$ cat src/core/dtc_pkg.sv
// Constants shared by the dual timer/counter: register offsets, field positions,
// reset values, mode encodings and peripheral-cycle timing.
// Assumes an 8-bit register port with a 4-bit word address.
package dtc_pkg;

    // ------------------------------------------------------------------
    // Register offsets
    // ------------------------------------------------------------------
    localparam logic [3:0] ADDR_MODE      = 4'h0;
    localparam logic [3:0] ADDR_CONTROL   = 4'h1;
    localparam logic [3:0] ADDR_CLOCK_CTL = 4'h2;
    localparam logic [3:0] ADDR_SCHED_CLK = 4'h3;
    localparam logic [3:0] ADDR_T0_LOW    = 4'h4;
    localparam logic [3:0] ADDR_T0_HIGH   = 4'h5;
    localparam logic [3:0] ADDR_T1_LOW    = 4'h6;
    localparam logic [3:0] ADDR_T1_HIGH   = 4'h7;

    // ------------------------------------------------------------------
    // Field positions
    // ------------------------------------------------------------------
    // Mode register: timer 0 in the low nibble, timer 1 in the high nibble.
    localparam int MODE_T0_LSB  = 0;
    localparam int MODE_T1_LSB  = 4;
    localparam int MODE_CT_BIT  = 2;
    localparam int MODE_GATE    = 3;
    // Control register.
    localparam int CTL_TF1      = 7;
    localparam int CTL_TR1      = 6;
    localparam int CTL_TF0      = 5;
    localparam int CTL_TR0      = 4;
    // Clock control and scheduler clock registers.
    localparam int CKC_T0_FAST  = 0;
    localparam int CKC_T1_FAST  = 1;
    localparam int SCH_DIV_LSB  = 0;

    // ------------------------------------------------------------------
    // Reset values
    // ------------------------------------------------------------------
    localparam logic [7:0] RST_BYTE = 8'h00;
    localparam logic [6:0] RST_DIV  = 7'h00;

    // ------------------------------------------------------------------
    // Timing
    // ------------------------------------------------------------------
    // Last phase of a peripheral cycle, which spans six timer clock periods.
    localparam logic [2:0] PCY_LAST = 3'h5;

    // ------------------------------------------------------------------
    // Operating modes
    // ------------------------------------------------------------------
    typedef enum logic [1:0] {
        MODE_13BIT  = 2'b00,
        MODE_16BIT  = 2'b01,
        MODE_RELOAD = 2'b10,
        MODE_SPLIT  = 2'b11
    } dtc_mode_e;

endpackage

$ cat src/core/dtc_pcy_tick.sv
// Timer clock selection and peripheral-cycle tick for one timer.
// Assumes the system clock is the oscillator clock.
`timescale 1ns/100ps
module dtc_pcy_tick (
    input  wire logic clock,
    input  wire logic sys_rst,
    input  wire logic fast_clock_sel,
    input  wire logic double_speed_mode,
    output logic      pcy_tick
);
    import dtc_pkg::*;

    logic       half;
    logic [2:0] phase;
    logic       timer_clk_en;

    // The timer clock is the oscillator halved unless double speed is on and
    // the fast select is clear; then it is the oscillator itself.
    assign timer_clk_en = (fast_clock_sel | ~double_speed_mode) ? half : 1'b1;
    assign pcy_tick     = timer_clk_en & (phase == PCY_LAST);

    always_ff @(posedge clock) begin
        if (sys_rst) begin
            half  <= 1'b0;
            phase <= 3'h0;
        end else begin
            half <= ~half;
            if (timer_clk_en) begin
                phase <= (phase == PCY_LAST) ? 3'h0 : phase + 3'h1;
            end
        end
    end

endmodule

$ cat src/core/dtc_pin_sampler.sv
// Two-stage synchroniser and once-per-peripheral-cycle sampler for a pin.
// Assumes the pin is asynchronous to clock.
`timescale 1ns/100ps
module dtc_pin_sampler (
    input  wire logic clock,
    input  wire logic sys_rst,
    input  wire logic pin,
    input  wire logic sample_tick,
    output logic      level,
    output logic      fall
);
    logic sync1;
    logic sync2;
    logic last_sample;

    assign level = sync2;
    // A high sample followed by a low one counts once.
    assign fall  = sample_tick & last_sample & ~sync2;

    always_ff @(posedge clock) begin
        if (sys_rst) begin
            sync1       <= 1'b0;
            sync2       <= 1'b0;
            last_sample <= 1'b0;
        end else begin
            sync1 <= pin;
            sync2 <= sync1;
            if (sample_tick) begin
                last_sample <= sync2;
            end
        end
    end

endmodule

$ cat src/core/dtc_timers.sv
// Dual 16-bit timer/counter with register port, count pins and gate pins.
// Assumes software stops a timer before presetting it or changing its mode.
`timescale 1ns/100ps
module dtc_timers (
    input  wire logic       clock,
    input  wire logic       sys_rst,
    input  wire logic [3:0] reg_addr,
    input  wire logic [7:0] reg_wdata,
    input  wire logic       reg_wr,
    input  wire logic       reg_rd,
    output logic      [7:0] reg_rdata,
    input  wire logic       double_speed_mode,
    input  wire logic       count_pin0,
    input  wire logic       count_pin1,
    input  wire logic       external_gate_pin0,
    input  wire logic       external_gate_pin1,
    input  wire logic       timer0_irq_ack,
    input  wire logic       timer1_irq_ack,
    output logic            timer0_irq_req,
    output logic            timer1_irq_req
);
    import dtc_pkg::*;

    // ------------------------------------------------------------------
    // Count step
    // ------------------------------------------------------------------
    // Returns {overflow, high, low} after one increment in the given mode.
    function automatic logic [16:0] dtc_step(input dtc_mode_e mode,
                                             input logic [7:0] th,
                                             input logic [7:0] tl,
                                             input logic inc);
        logic [16:0] r;
        logic [5:0]  low5;
        logic [8:0]  low8;
        logic [8:0]  high8;
        logic [16:0] full;
        r     = {1'b0, th, tl};
        low5  = {1'b0, tl[4:0]} + 6'h01;
        low8  = {1'b0, tl} + 9'h001;
        high8 = {1'b0, th} + 9'h001;
        full  = {1'b0, th, tl} + 17'h00001;
        if (inc) begin
            case (mode)
                MODE_13BIT: begin
                    // The upper three low bits are left as they are.
                    if (low5[5]) begin
                        r = {high8[8], high8[7:0], tl[7:5], 5'h00};
                    end else begin
                        r = {1'b0, th, tl[7:5], low5[4:0]};
                    end
                end
                MODE_16BIT:  r = full;
                MODE_RELOAD: begin
                    // High byte is read at the moment of reload.
                    r = low8[8] ? {1'b1, th, th} : {1'b0, th, low8[7:0]};
                end
                MODE_SPLIT:  r = {low8[8], th, low8[7:0]};
                default:     r = {1'b0, th, tl};
            endcase
        end
        return r;
    endfunction

    // ------------------------------------------------------------------
    // Registers
    // ------------------------------------------------------------------
    logic [7:0] timer_mode_register;
    logic [7:0] timer_control_register;
    logic [7:0] clock_control_register;
    logic [7:0] scheduler_clock_register;
    logic [7:0] timer0_count_low;
    logic [7:0] timer0_count_high;
    logic [7:0] timer1_count_low;
    logic [7:0] timer1_count_high;
    logic [6:0] div_count;

    // ------------------------------------------------------------------
    // Field decode
    // ------------------------------------------------------------------
    dtc_mode_e  mode0;
    dtc_mode_e  mode1;
    logic       timer0_gate_select;
    logic       timer0_counter_select;
    logic       timer1_gate_select;
    logic       timer1_counter_select;
    logic       timer0_run_bit;
    logic       timer1_run_bit;
    logic       timer0_overflow_flag;
    logic       timer1_overflow_flag;
    logic [2:0] overflow_divider_select;

    assign mode0 = dtc_mode_e'(timer_mode_register[MODE_T0_LSB +: 2]);
    assign mode1 = dtc_mode_e'(timer_mode_register[MODE_T1_LSB +: 2]);
    assign timer0_counter_select   = timer_mode_register[MODE_T0_LSB + MODE_CT_BIT];
    assign timer0_gate_select      = timer_mode_register[MODE_T0_LSB + MODE_GATE];
    assign timer1_counter_select   = timer_mode_register[MODE_T1_LSB + MODE_CT_BIT];
    assign timer1_gate_select      = timer_mode_register[MODE_T1_LSB + MODE_GATE];
    assign timer0_run_bit          = timer_control_register[CTL_TR0];
    assign timer1_run_bit          = timer_control_register[CTL_TR1];
    assign timer0_overflow_flag    = timer_control_register[CTL_TF0];
    assign timer1_overflow_flag    = timer_control_register[CTL_TF1];
    assign overflow_divider_select = scheduler_clock_register[SCH_DIV_LSB +: 3];

    // ------------------------------------------------------------------
    // Ticks and pins
    // ------------------------------------------------------------------
    logic [1:0] pcy_tick;
    logic [1:0] fast_sel;
    logic [1:0] count_pin;
    logic [1:0] gate_pin;
    logic [1:0] gate_level;
    logic [1:0] count_fall;

    assign fast_sel  = {clock_control_register[CKC_T1_FAST], clock_control_register[CKC_T0_FAST]};
    assign count_pin = {count_pin1, count_pin0};
    assign gate_pin  = {external_gate_pin1, external_gate_pin0};

    for (genvar i = 0; i < 2; i++) begin : g_timer
        dtc_pcy_tick u_tick (
            .clock             (clock),
            .sys_rst           (sys_rst),
            .fast_clock_sel    (fast_sel[i]),
            .double_speed_mode (double_speed_mode),
            .pcy_tick          (pcy_tick[i])
        );
        dtc_pin_sampler u_count (
            .clock       (clock),
            .sys_rst     (sys_rst),
            .pin         (count_pin[i]),
            .sample_tick (pcy_tick[i]),
            .level       (),
            .fall        (count_fall[i])
        );
        dtc_pin_sampler u_gate (
            .clock       (clock),
            .sys_rst     (sys_rst),
            .pin         (gate_pin[i]),
            .sample_tick (pcy_tick[i]),
            .level       (gate_level[i]),
            .fall        ()
        );
    end

    // ------------------------------------------------------------------
    // Count enables
    // ------------------------------------------------------------------
    logic t0_split;
    logic t1_halt;
    logic run0;
    logic run1;
    logic inc0;
    logic inc1;
    logic inc0_high;

    assign t0_split = (mode0 == MODE_SPLIT);
    assign t1_halt  = (mode1 == MODE_SPLIT);
    // While timer 0 is split, timer 1 loses its run bit and runs whenever its gate allows, unless it is split too.
    assign run0 = timer0_run_bit & (~timer0_gate_select | gate_level[0]);
    assign run1 = (t0_split | timer1_run_bit)
                  & (~timer1_gate_select | gate_level[1]);
    assign inc0 = run0 & (timer0_counter_select ? count_fall[0] : pcy_tick[0]);
    assign inc1 = run1 & ~t1_halt
                  & (timer1_counter_select ? count_fall[1] : pcy_tick[1]);
    assign inc0_high = t0_split & timer1_run_bit & pcy_tick[0];

    // ------------------------------------------------------------------
    // Next count values
    // ------------------------------------------------------------------
    logic [16:0] step0;
    logic [16:0] step1;
    logic [8:0]  high0_split;
    logic [7:0]  next_t0_high;
    logic        ovf0;
    logic        ovf1;
    logic [6:0]  div_mask;
    logic        div_hit;
    logic        set_tf0;
    logic        set_tf1;

    assign step0       = dtc_step(mode0, timer0_count_high, timer0_count_low, inc0);
    assign step1       = dtc_step(mode1, timer1_count_high, timer1_count_low, inc1);
    assign high0_split = {1'b0, timer0_count_high} + 9'h001;
    assign next_t0_high = t0_split ? (inc0_high ? high0_split[7:0] : timer0_count_high)
                                   : step0[15:8];
    assign ovf0 = step0[16];
    assign ovf1 = t0_split ? (inc0_high & high0_split[8]) : step1[16];

    // A zero select gives a zero mask, so every overflow passes.
    assign div_mask = 7'((8'h01 << overflow_divider_select) - 8'h01);
    assign div_hit  = ovf0 & (div_count == div_mask);
    assign set_tf0  = div_hit;
    assign set_tf1  = ovf1;

    // ------------------------------------------------------------------
    // Register write decode
    // ------------------------------------------------------------------
    logic wr_mode;
    logic wr_ctl;
    logic wr_ckc;
    logic wr_sch;
    logic wr_t0l;
    logic wr_t0h;
    logic wr_t1l;
    logic wr_t1h;
    logic [7:0] ctl_base;
    logic [7:0] next_control;

    assign wr_mode = reg_wr & (reg_addr == ADDR_MODE);
    assign wr_ctl  = reg_wr & (reg_addr == ADDR_CONTROL);
    assign wr_ckc  = reg_wr & (reg_addr == ADDR_CLOCK_CTL);
    assign wr_sch  = reg_wr & (reg_addr == ADDR_SCHED_CLK);
    assign wr_t0l  = reg_wr & (reg_addr == ADDR_T0_LOW);
    assign wr_t0h  = reg_wr & (reg_addr == ADDR_T0_HIGH);
    assign wr_t1l  = reg_wr & (reg_addr == ADDR_T1_LOW);
    assign wr_t1h  = reg_wr & (reg_addr == ADDR_T1_HIGH);

    // Service acknowledge clears a flag; a fresh overflow in the same cycle wins.
    assign ctl_base = wr_ctl ? reg_wdata : timer_control_register;
    always_comb begin
        next_control = ctl_base;
        if (timer0_irq_ack) begin
            next_control[CTL_TF0] = 1'b0;
        end
        if (timer1_irq_ack) begin
            next_control[CTL_TF1] = 1'b0;
        end
        if (set_tf0) begin
            next_control[CTL_TF0] = 1'b1;
        end
        if (set_tf1) begin
            next_control[CTL_TF1] = 1'b1;
        end
    end

    // ------------------------------------------------------------------
    // Read mux
    // ------------------------------------------------------------------
    logic [7:0] rd_mux;

    assign rd_mux = (reg_addr == ADDR_MODE)      ? timer_mode_register      :
                    (reg_addr == ADDR_CONTROL)   ? timer_control_register   :
                    (reg_addr == ADDR_CLOCK_CTL) ? clock_control_register   :
                    (reg_addr == ADDR_SCHED_CLK) ? scheduler_clock_register :
                    (reg_addr == ADDR_T0_LOW)    ? timer0_count_low         :
                    (reg_addr == ADDR_T0_HIGH)   ? timer0_count_high        :
                    (reg_addr == ADDR_T1_LOW)    ? timer1_count_low         :
                    (reg_addr == ADDR_T1_HIGH)   ? timer1_count_high        : 8'h00;

    assign timer0_irq_req = timer0_overflow_flag;
    assign timer1_irq_req = timer1_overflow_flag;

    // ------------------------------------------------------------------
    // Configuration and read data
    // ------------------------------------------------------------------
    always_ff @(posedge clock) begin
        if (sys_rst) begin
            timer_mode_register      <= RST_BYTE;
            timer_control_register   <= RST_BYTE;
            clock_control_register   <= RST_BYTE;
            scheduler_clock_register <= RST_BYTE;
            reg_rdata                <= RST_BYTE;
        end else begin
            if (wr_mode) begin
                timer_mode_register <= reg_wdata;
            end
            if (wr_ckc) begin
                clock_control_register <= reg_wdata;
            end
            if (wr_sch) begin
                scheduler_clock_register <= reg_wdata;
            end
            timer_control_register <= next_control;
            // Counts are readable at any moment; data stand one cycle only.
            reg_rdata <= reg_rd ? rd_mux : 8'h00;
        end
    end

    // ------------------------------------------------------------------
    // Counters
    // ------------------------------------------------------------------
    // Writes beat counting; presetting a running timer is the caller's hazard.
    // Nothing here clears the counts when run is set.
    always_ff @(posedge clock) begin
        if (sys_rst) begin
            timer0_count_low  <= RST_BYTE;
            timer0_count_high <= RST_BYTE;
            timer1_count_low  <= RST_BYTE;
            timer1_count_high <= RST_BYTE;
            div_count         <= RST_DIV;
        end else begin
            timer0_count_low  <= wr_t0l ? reg_wdata : step0[7:0];
            timer0_count_high <= wr_t0h ? reg_wdata : next_t0_high;
            timer1_count_low  <= wr_t1l ? reg_wdata : step1[7:0];
            timer1_count_high <= wr_t1h ? reg_wdata : step1[15:8];
            if (ovf0) begin
                div_count <= div_hit ? RST_DIV : div_count + 7'h01;
            end
        end
    end

endmodule

$ cat config.mk
export PLATFORM = sky130hd
export DESIGN_NAME = dtc_timers
export DESIGN_NICKNAME = d
export VERILOG_FILES = /design/src/core/dtc_pkg.sv /design/src/core/dtc_pcy_tick.sv /design/src/core/dtc_pin_sampler.sv /design/src/core/dtc_timers.sv
export SDC_FILE = /design/constraint.sdc
export NUM_CORES = 1
export LEC_CHECK = 0
export ABC_AREA = 1
export BUFFER_PORTS_ARGS = -buffer_cell sky130_fd_sc_hd__buf_4
export CORE_MARGIN = 3
export CORE_UTILIZATION = 40
export DETAILED_ROUTE_END_ITERATION = 10
export SYNTH_ARGS = -nofsm -noshare
export SYNTH_HDL_FRONTEND = slang
export SYNTH_HIERARCHICAL = 1
export SYNTH_SLANG_ARGS = --single-unit
$ cat constraint.sdc
create_clock -name clock -period 3.4 [get_ports clock]
set_input_delay 0.34 -clock clock [delete_from_list [all_inputs] [get_ports clock]]
set_output_delay 0.34 -clock clock [all_outputs]
set_load 0.02 [all_outputs]
Yosys cells after proc, flatten, opt, wreduce, memory -nomap -nowiden --
Index checks and enable logic that the tools add are counted.
Word-level totals: memory bits (writable) 0, memories 0, bits in latches 0, memory bits (read-only) 0, register bits after elaboration 97
Operators by class: equality and inequality tests 24, shift-type cells 1, div/mod/pow operators 0, multipliers 0, bitwise gates (word level) 37, $add $sub $neg 12, reductions and logical operators 14, muxes and demuxes 35, $lt $le $gt $ge 0
Operators with widths (count):
- 17-bit one-hot mux with 4 select lines | 2
- 8-bit two-way mux | 15
- 17-bit two-way mux | 6
- 8-bit by 1-bit adder with 9-bit output (second input constant) | 4
- 16-bit by 1-bit adder with 17-bit output (second input constant) | 2
- 1-bit bitwise AND | 23
- 4-bit by 3-bit == test with 1-bit output (second input constant) | 4
- 5-bit by 1-bit adder with 6-bit output (second input constant) | 2
- 1-bit two-way mux | 9
- 1-bit inverter | 9
- 3-bit nonzero test | 3
- 2-bit == test (second input constant) | 4
- 4-bit by 2-bit == test with 1-bit output (second input constant) | 2
- 4-bit AND reduction | 2
- 7-bit by 1-bit adder with 7-bit output (second input constant) | 1
- 7-bit == test | 1
- 7-bit two-way mux | 1
- 1-bit by 3-bit << shifter with 7-bit output (first input constant) | 1
- 7-bit by 1-bit subtractor with 7-bit output (second input constant) | 1
- 3-bit by 1-bit adder with 3-bit output (second input constant) | 2
- 3-bit == test (second input constant) | 2
- 3-bit two-way mux | 2
- 2-bit != test (second input constant) | 3
- 3-bit != test (second input constant) | 2
- 11 further kinds | 20

Depth between registers and ports, before layout --
depth in word-level cells 11, gate-level depth with buffers 17, mapped depth without buffers 17

By module --
The synthesis kept the hierarchy.
Modules (own cells, without submodules):
- dtc_timers | cells an instance 951, area each 5611.6 um2, seq. area each 1581.5 um2, instances 1
- dtc_pin_sampler | cells an instance 15, area each 107.6 um2, seq. area each 60.1 um2, instances 4
- dtc_pcy_tick | cells an instance 28, area each 196.4 um2, seq. area each 80.1 um2, instances 2

Least setup slack after synthesis --
OpenSTA, ideal clock, no wires.
path kind register -> register, start point register clock_control_register[0], end point register timer0_count_high[5], data arrival time 1.865 ns, required time 3.278 ns, path buffers 0, path slack 1.414 ns, cell stages (with the launch flop) 17, period minus slack after synthesis 1.986 ns, path through dfxtp_1 inv_1 nand2_4 nand2_4 nand2_2 nor2_1 nand2_1 nor2_1 nand2_1 o21ai_1 nand2_1 inv_2 nand2_1 nand2_1 nand3_1 nor2_1 a21oi_1
On the way: cells in the longest elaborated chain, start to end 9, elaborated cells on any way between the ends 11, classes of those cells eq/ne (1); mux (2); bitwise (6); reduce/logical (2)
RTL lines:
- start: declaration | RTL line dtc_timers.sv:69 | logic [7:0] clock_control_register;
- start signal: assignment | RTL line dtc_timers.sv:267 | clock_control_register <= reg_wdata;
- 1-bit bitwise OR | RTL line dtc_pcy_tick.sv:19 | assign timer_clk_en = (fast_clock_sel | ~double_speed_mode) ? half : 1'b1;
- 1-bit two-way mux | RTL line dtc_pcy_tick.sv:19
- 1-bit bitwise AND | RTL line dtc_pcy_tick.sv:20 | assign pcy_tick = timer_clk_en & (phase == PCY_LAST);
- named net pcy_tick[0] | RTL line dtc_timers.sv:107 | logic [1:0] pcy_tick;
- 1-bit bitwise AND (2 in series) | RTL line dtc_pin_sampler.sv:18 | assign fall = sample_tick & last_sample & ~sync2;
- named net count_fall[0] | RTL line dtc_timers.sv:112 | logic [1:0] count_fall;
- 1-bit two-way mux | RTL line dtc_timers.sv:161 | assign inc0 = run0 & (timer0_counter_select ? count_fall[0] : pcy_tick[0]);
- 1-bit bitwise AND | RTL line dtc_timers.sv:161
- 3-bit nonzero test (no source line)
- 4-bit AND reduction (no source line)
- end signal: assignment | RTL line dtc_timers.sv:292 | timer0_count_high <= wr_t0h ? reg_wdata : next_t0_high;
- end: declaration | RTL line dtc_timers.sv:72 | logic [7:0] timer0_count_high;
The timed path passes the listed nets, and every way through them passes these cells. A chain may end at the register's enable or synchronous reset.

Worst setup path in the final report --
start point register clock_control_register[0], end point register timer0_count_high[3]
Same word-level chain as after synthesis.

==> flow_summary.json <==
{
  "power_density_mw_per_mm2": 346,
  "overflow": 0,
  "firstDrtPassIters": 5,
  "drt.antenna.violating_nets": 0,
  "grt_pass1_wl_um": 32600,
  "min_path_type": "in2reg",
  "io_pins": 33,
  "drtIter0Drc": 767,
  "die_y_um": 132,
  "final_max_slew_viol_count": 0,
  "multiInputGateArea_mm2": 0.00372,
  "worstMarginPinSlew_ns": 0.783,
  "cpPeakStageDelay_ns": 0.32,
  "end_kind": "register",
  "drc": 0,
  "drt_wl_total_um": 20500,
  "register_area_mm2": 0.00194,
  "syn_inst": 1049,
  "slew_headroom_pct": 47.6,
  "cts_tree": "yes",
  "min-delay-start": "external_gate_pin1",
  "min_path_cells": 3,
  "rr_endpoint": "timer0_count_high[3]",
  "rsz0062_at_grt": "no",
  "clockBufferDepth": 2,
  "syn_avg_cell_area_um2": 6.03,
  "hold_buffers": 0,
  "row_count": 45,
  "numCtsBuffers": 9,
  "critical_path_peak_fanout": 7,
  "crit_chain": "inv_1 -> nand2_4 -> nand2_4 -> nand2_2 -> nor2_1 -> nand2_1 -> nor2_1 -> nand2_1 -> o21ai_1 -> nand2_1 -> inv_2 -> nand2_1 -> nand2_1 -> nand3_1 -> nor2_1 -> a21oi_1",
  "min_to": "g_timer[1].u_gate/sync1",
  "ys_warn_count": 6,
  "hpwl_um": 15300,
  "skew_ns": 0.0113,
  "via_per_inst": 5.29,
  "cts_resized": 0,
  "start_util_pct": 41.3,
  "power.leakage_nw": 3.02,
  "n_antenna_cell": 0,
  "grt_max_degree": 36,
  "grt_usage_pct": 23.3,
  "finalSetupTns_ns": 0,
  "ff2ff_setup_slack_ns": 1.10,
  "wl_per_cell_um": 16.0,
  "placed_area_mm2": 0.00675,
  "final_hold_viol_count": 0,
  "worst_ir_drop_vdd_uv": 218,
  "fillers": 1695,
  "critPathKind": "reg2reg",
  "grt_pass1_vias": 6090,
  "antenna_found_initial": 0,
  "status": "completed",
  "cp-start-kind": "register",
  "coreArea_mm2": 0.0153,
  "cts.sink_count": 97,
  "die_w_um": 132,
  "io_buffers": 32,
  "fmax_mhz": 434,
  "cp_slowest_cell": "dfxtp_1",
  "rr_worst_depth": 16,
  "syn_nets": 1079,
  "num_vias": 6803,
  "clk_pin_slew_ns": 0.08,
  "cts_setup_buffers": 0,
  "worst_path_most_repeated_cell": "nand2_1",
  "layout-drive-gt1-share_pct": 10.0,
  "place.gp.congestion": 0.958,
  "syn_area_mm2": 0.00633,
  "r2r_start": "clock_control_register[0]",
  "nNetsFinal": 1100,
  "die-area_mm2": 0.0174,
  "area_growth_pct": 11.4,
  "arrival_ns": 2.56,
  "cap_violations": 0,
  "finalSetupViolations": 0,
  "finish.instance_area_mm2": 0.00705,
  "worstPathRequired_ns": 3.65,
  "post-route-util_pct": 46.0,
  "timing.final.crit_share_pct": 67.7,
  "h-tree-depth": 3,
  "clock_tree.root_cell": "clkbuf_16",
  "min_period_ns": 2.30,
  "clock_latency_ns": 0.36
}
## how the worst max path moves through the flow
stage                                   start              endpoint  slack [ns]  cells after the start
global placement            double_speed_mode  timer0_count_high[5]        1.10                     16
finish              clock_control_register[0]  timer0_count_high[3]        1.10                     16
CTS                 clock_control_register[0]  timer0_count_high[3]        1.08                     16
global route        clock_control_register[0]  timer0_count_high[2]        0.83                     17
detailed placement          double_speed_mode  timer0_count_high[5]        1.05                     16
floorplan           clock_control_register[0]  timer0_count_high[5]        1.52                     16
## report_power, final
part           internal (mW)  switching [mW]
logic                 0.0651           0.140
clock network          0.518           0.533
registers               1.16          0.0265
## per-stage QoR
stage	worst slack (ns)	cells	power, mW	hold WS [ns]
4_1_cts	1.08	1286	2.45	0.172
2_1_floorplan	1.52	1049	1.33	0.388
5_1_grt	0.830	1286	2.52	0.176
3_5_place_dp	1.05	1270	1.42	0.399
6_report	1.10	1286	2.44	0.173
3_3_place_gp	1.10	1270	1.42	0.389
## sequential cells by signal, summed over array words and instances (netlist names), 6 cells and up
register                  count
clock_control_register        8
reg_rdata                     8
scheduler_clock_register      8
timer0_count_high             8
timer0_count_low              8
timer1_count_high             8
timer1_count_low              8
timer_control_register        8
timer_mode_register           8
div_count                     7
g_timer.u_tick/phase          6
## cell usage in the layout (no fill, tap or decap), types with 3 or more instances in the layout
cell type	n
nor3_1	7
xor2_1	10
o21ai_1	5
o22ai_1	6
inv_2	15
clkinv_4	3
nor2_1	121
nand3_2	3
o211ai_1	14
ha_1	7
nand2_1	280
a31oi_1	7
nor2_4	6
o21bai_1	3
nand3_1	100
o21ai_0	59
a21oi_1	90
dfxtp_1	97
nand4_1	17
buf_4	36
nand2_2	10
nor2_2	13
clkbuf_16	9
nand2_4	4
inv_1	133
## area by class of cell
| class | count | share of cell area, % |
|---|---|---|
| sequential | 97 | 27.5 |
| tap | 211 | 3.74 |
| clock inverter | 7 | 1.01 |
| clock buffer | 9 | 3.19 |
| inverter | 148 | 7.88 |
| timing repair buffer | 36 | 3.83 |
| multi-input combinational | 778 | 52.8 |
## worst max-delay path, delay by kind of cell, from the launching register on
| kind | cells | cell delay (ns) |
|---|---|---|
| buffers and inverters | 2 | 0.25 |
| DFF | 1 | 0.32 |
| and+or+nand+nor | 12 | 1.47 |
| AOI/OAI and AO/OA | 2 | 0.15 |
## per-layer routing
metal,GRT usage (%),routed length [um],vias to the layer above
met5,0,0,-
met4,5.72,282,0
met3,2.71,1290,27
met2,37.1,9370,233
met1,33.8,9590,3116
li1,-,-,3427
No activity file was read; power rests on OpenSTA's default activity.
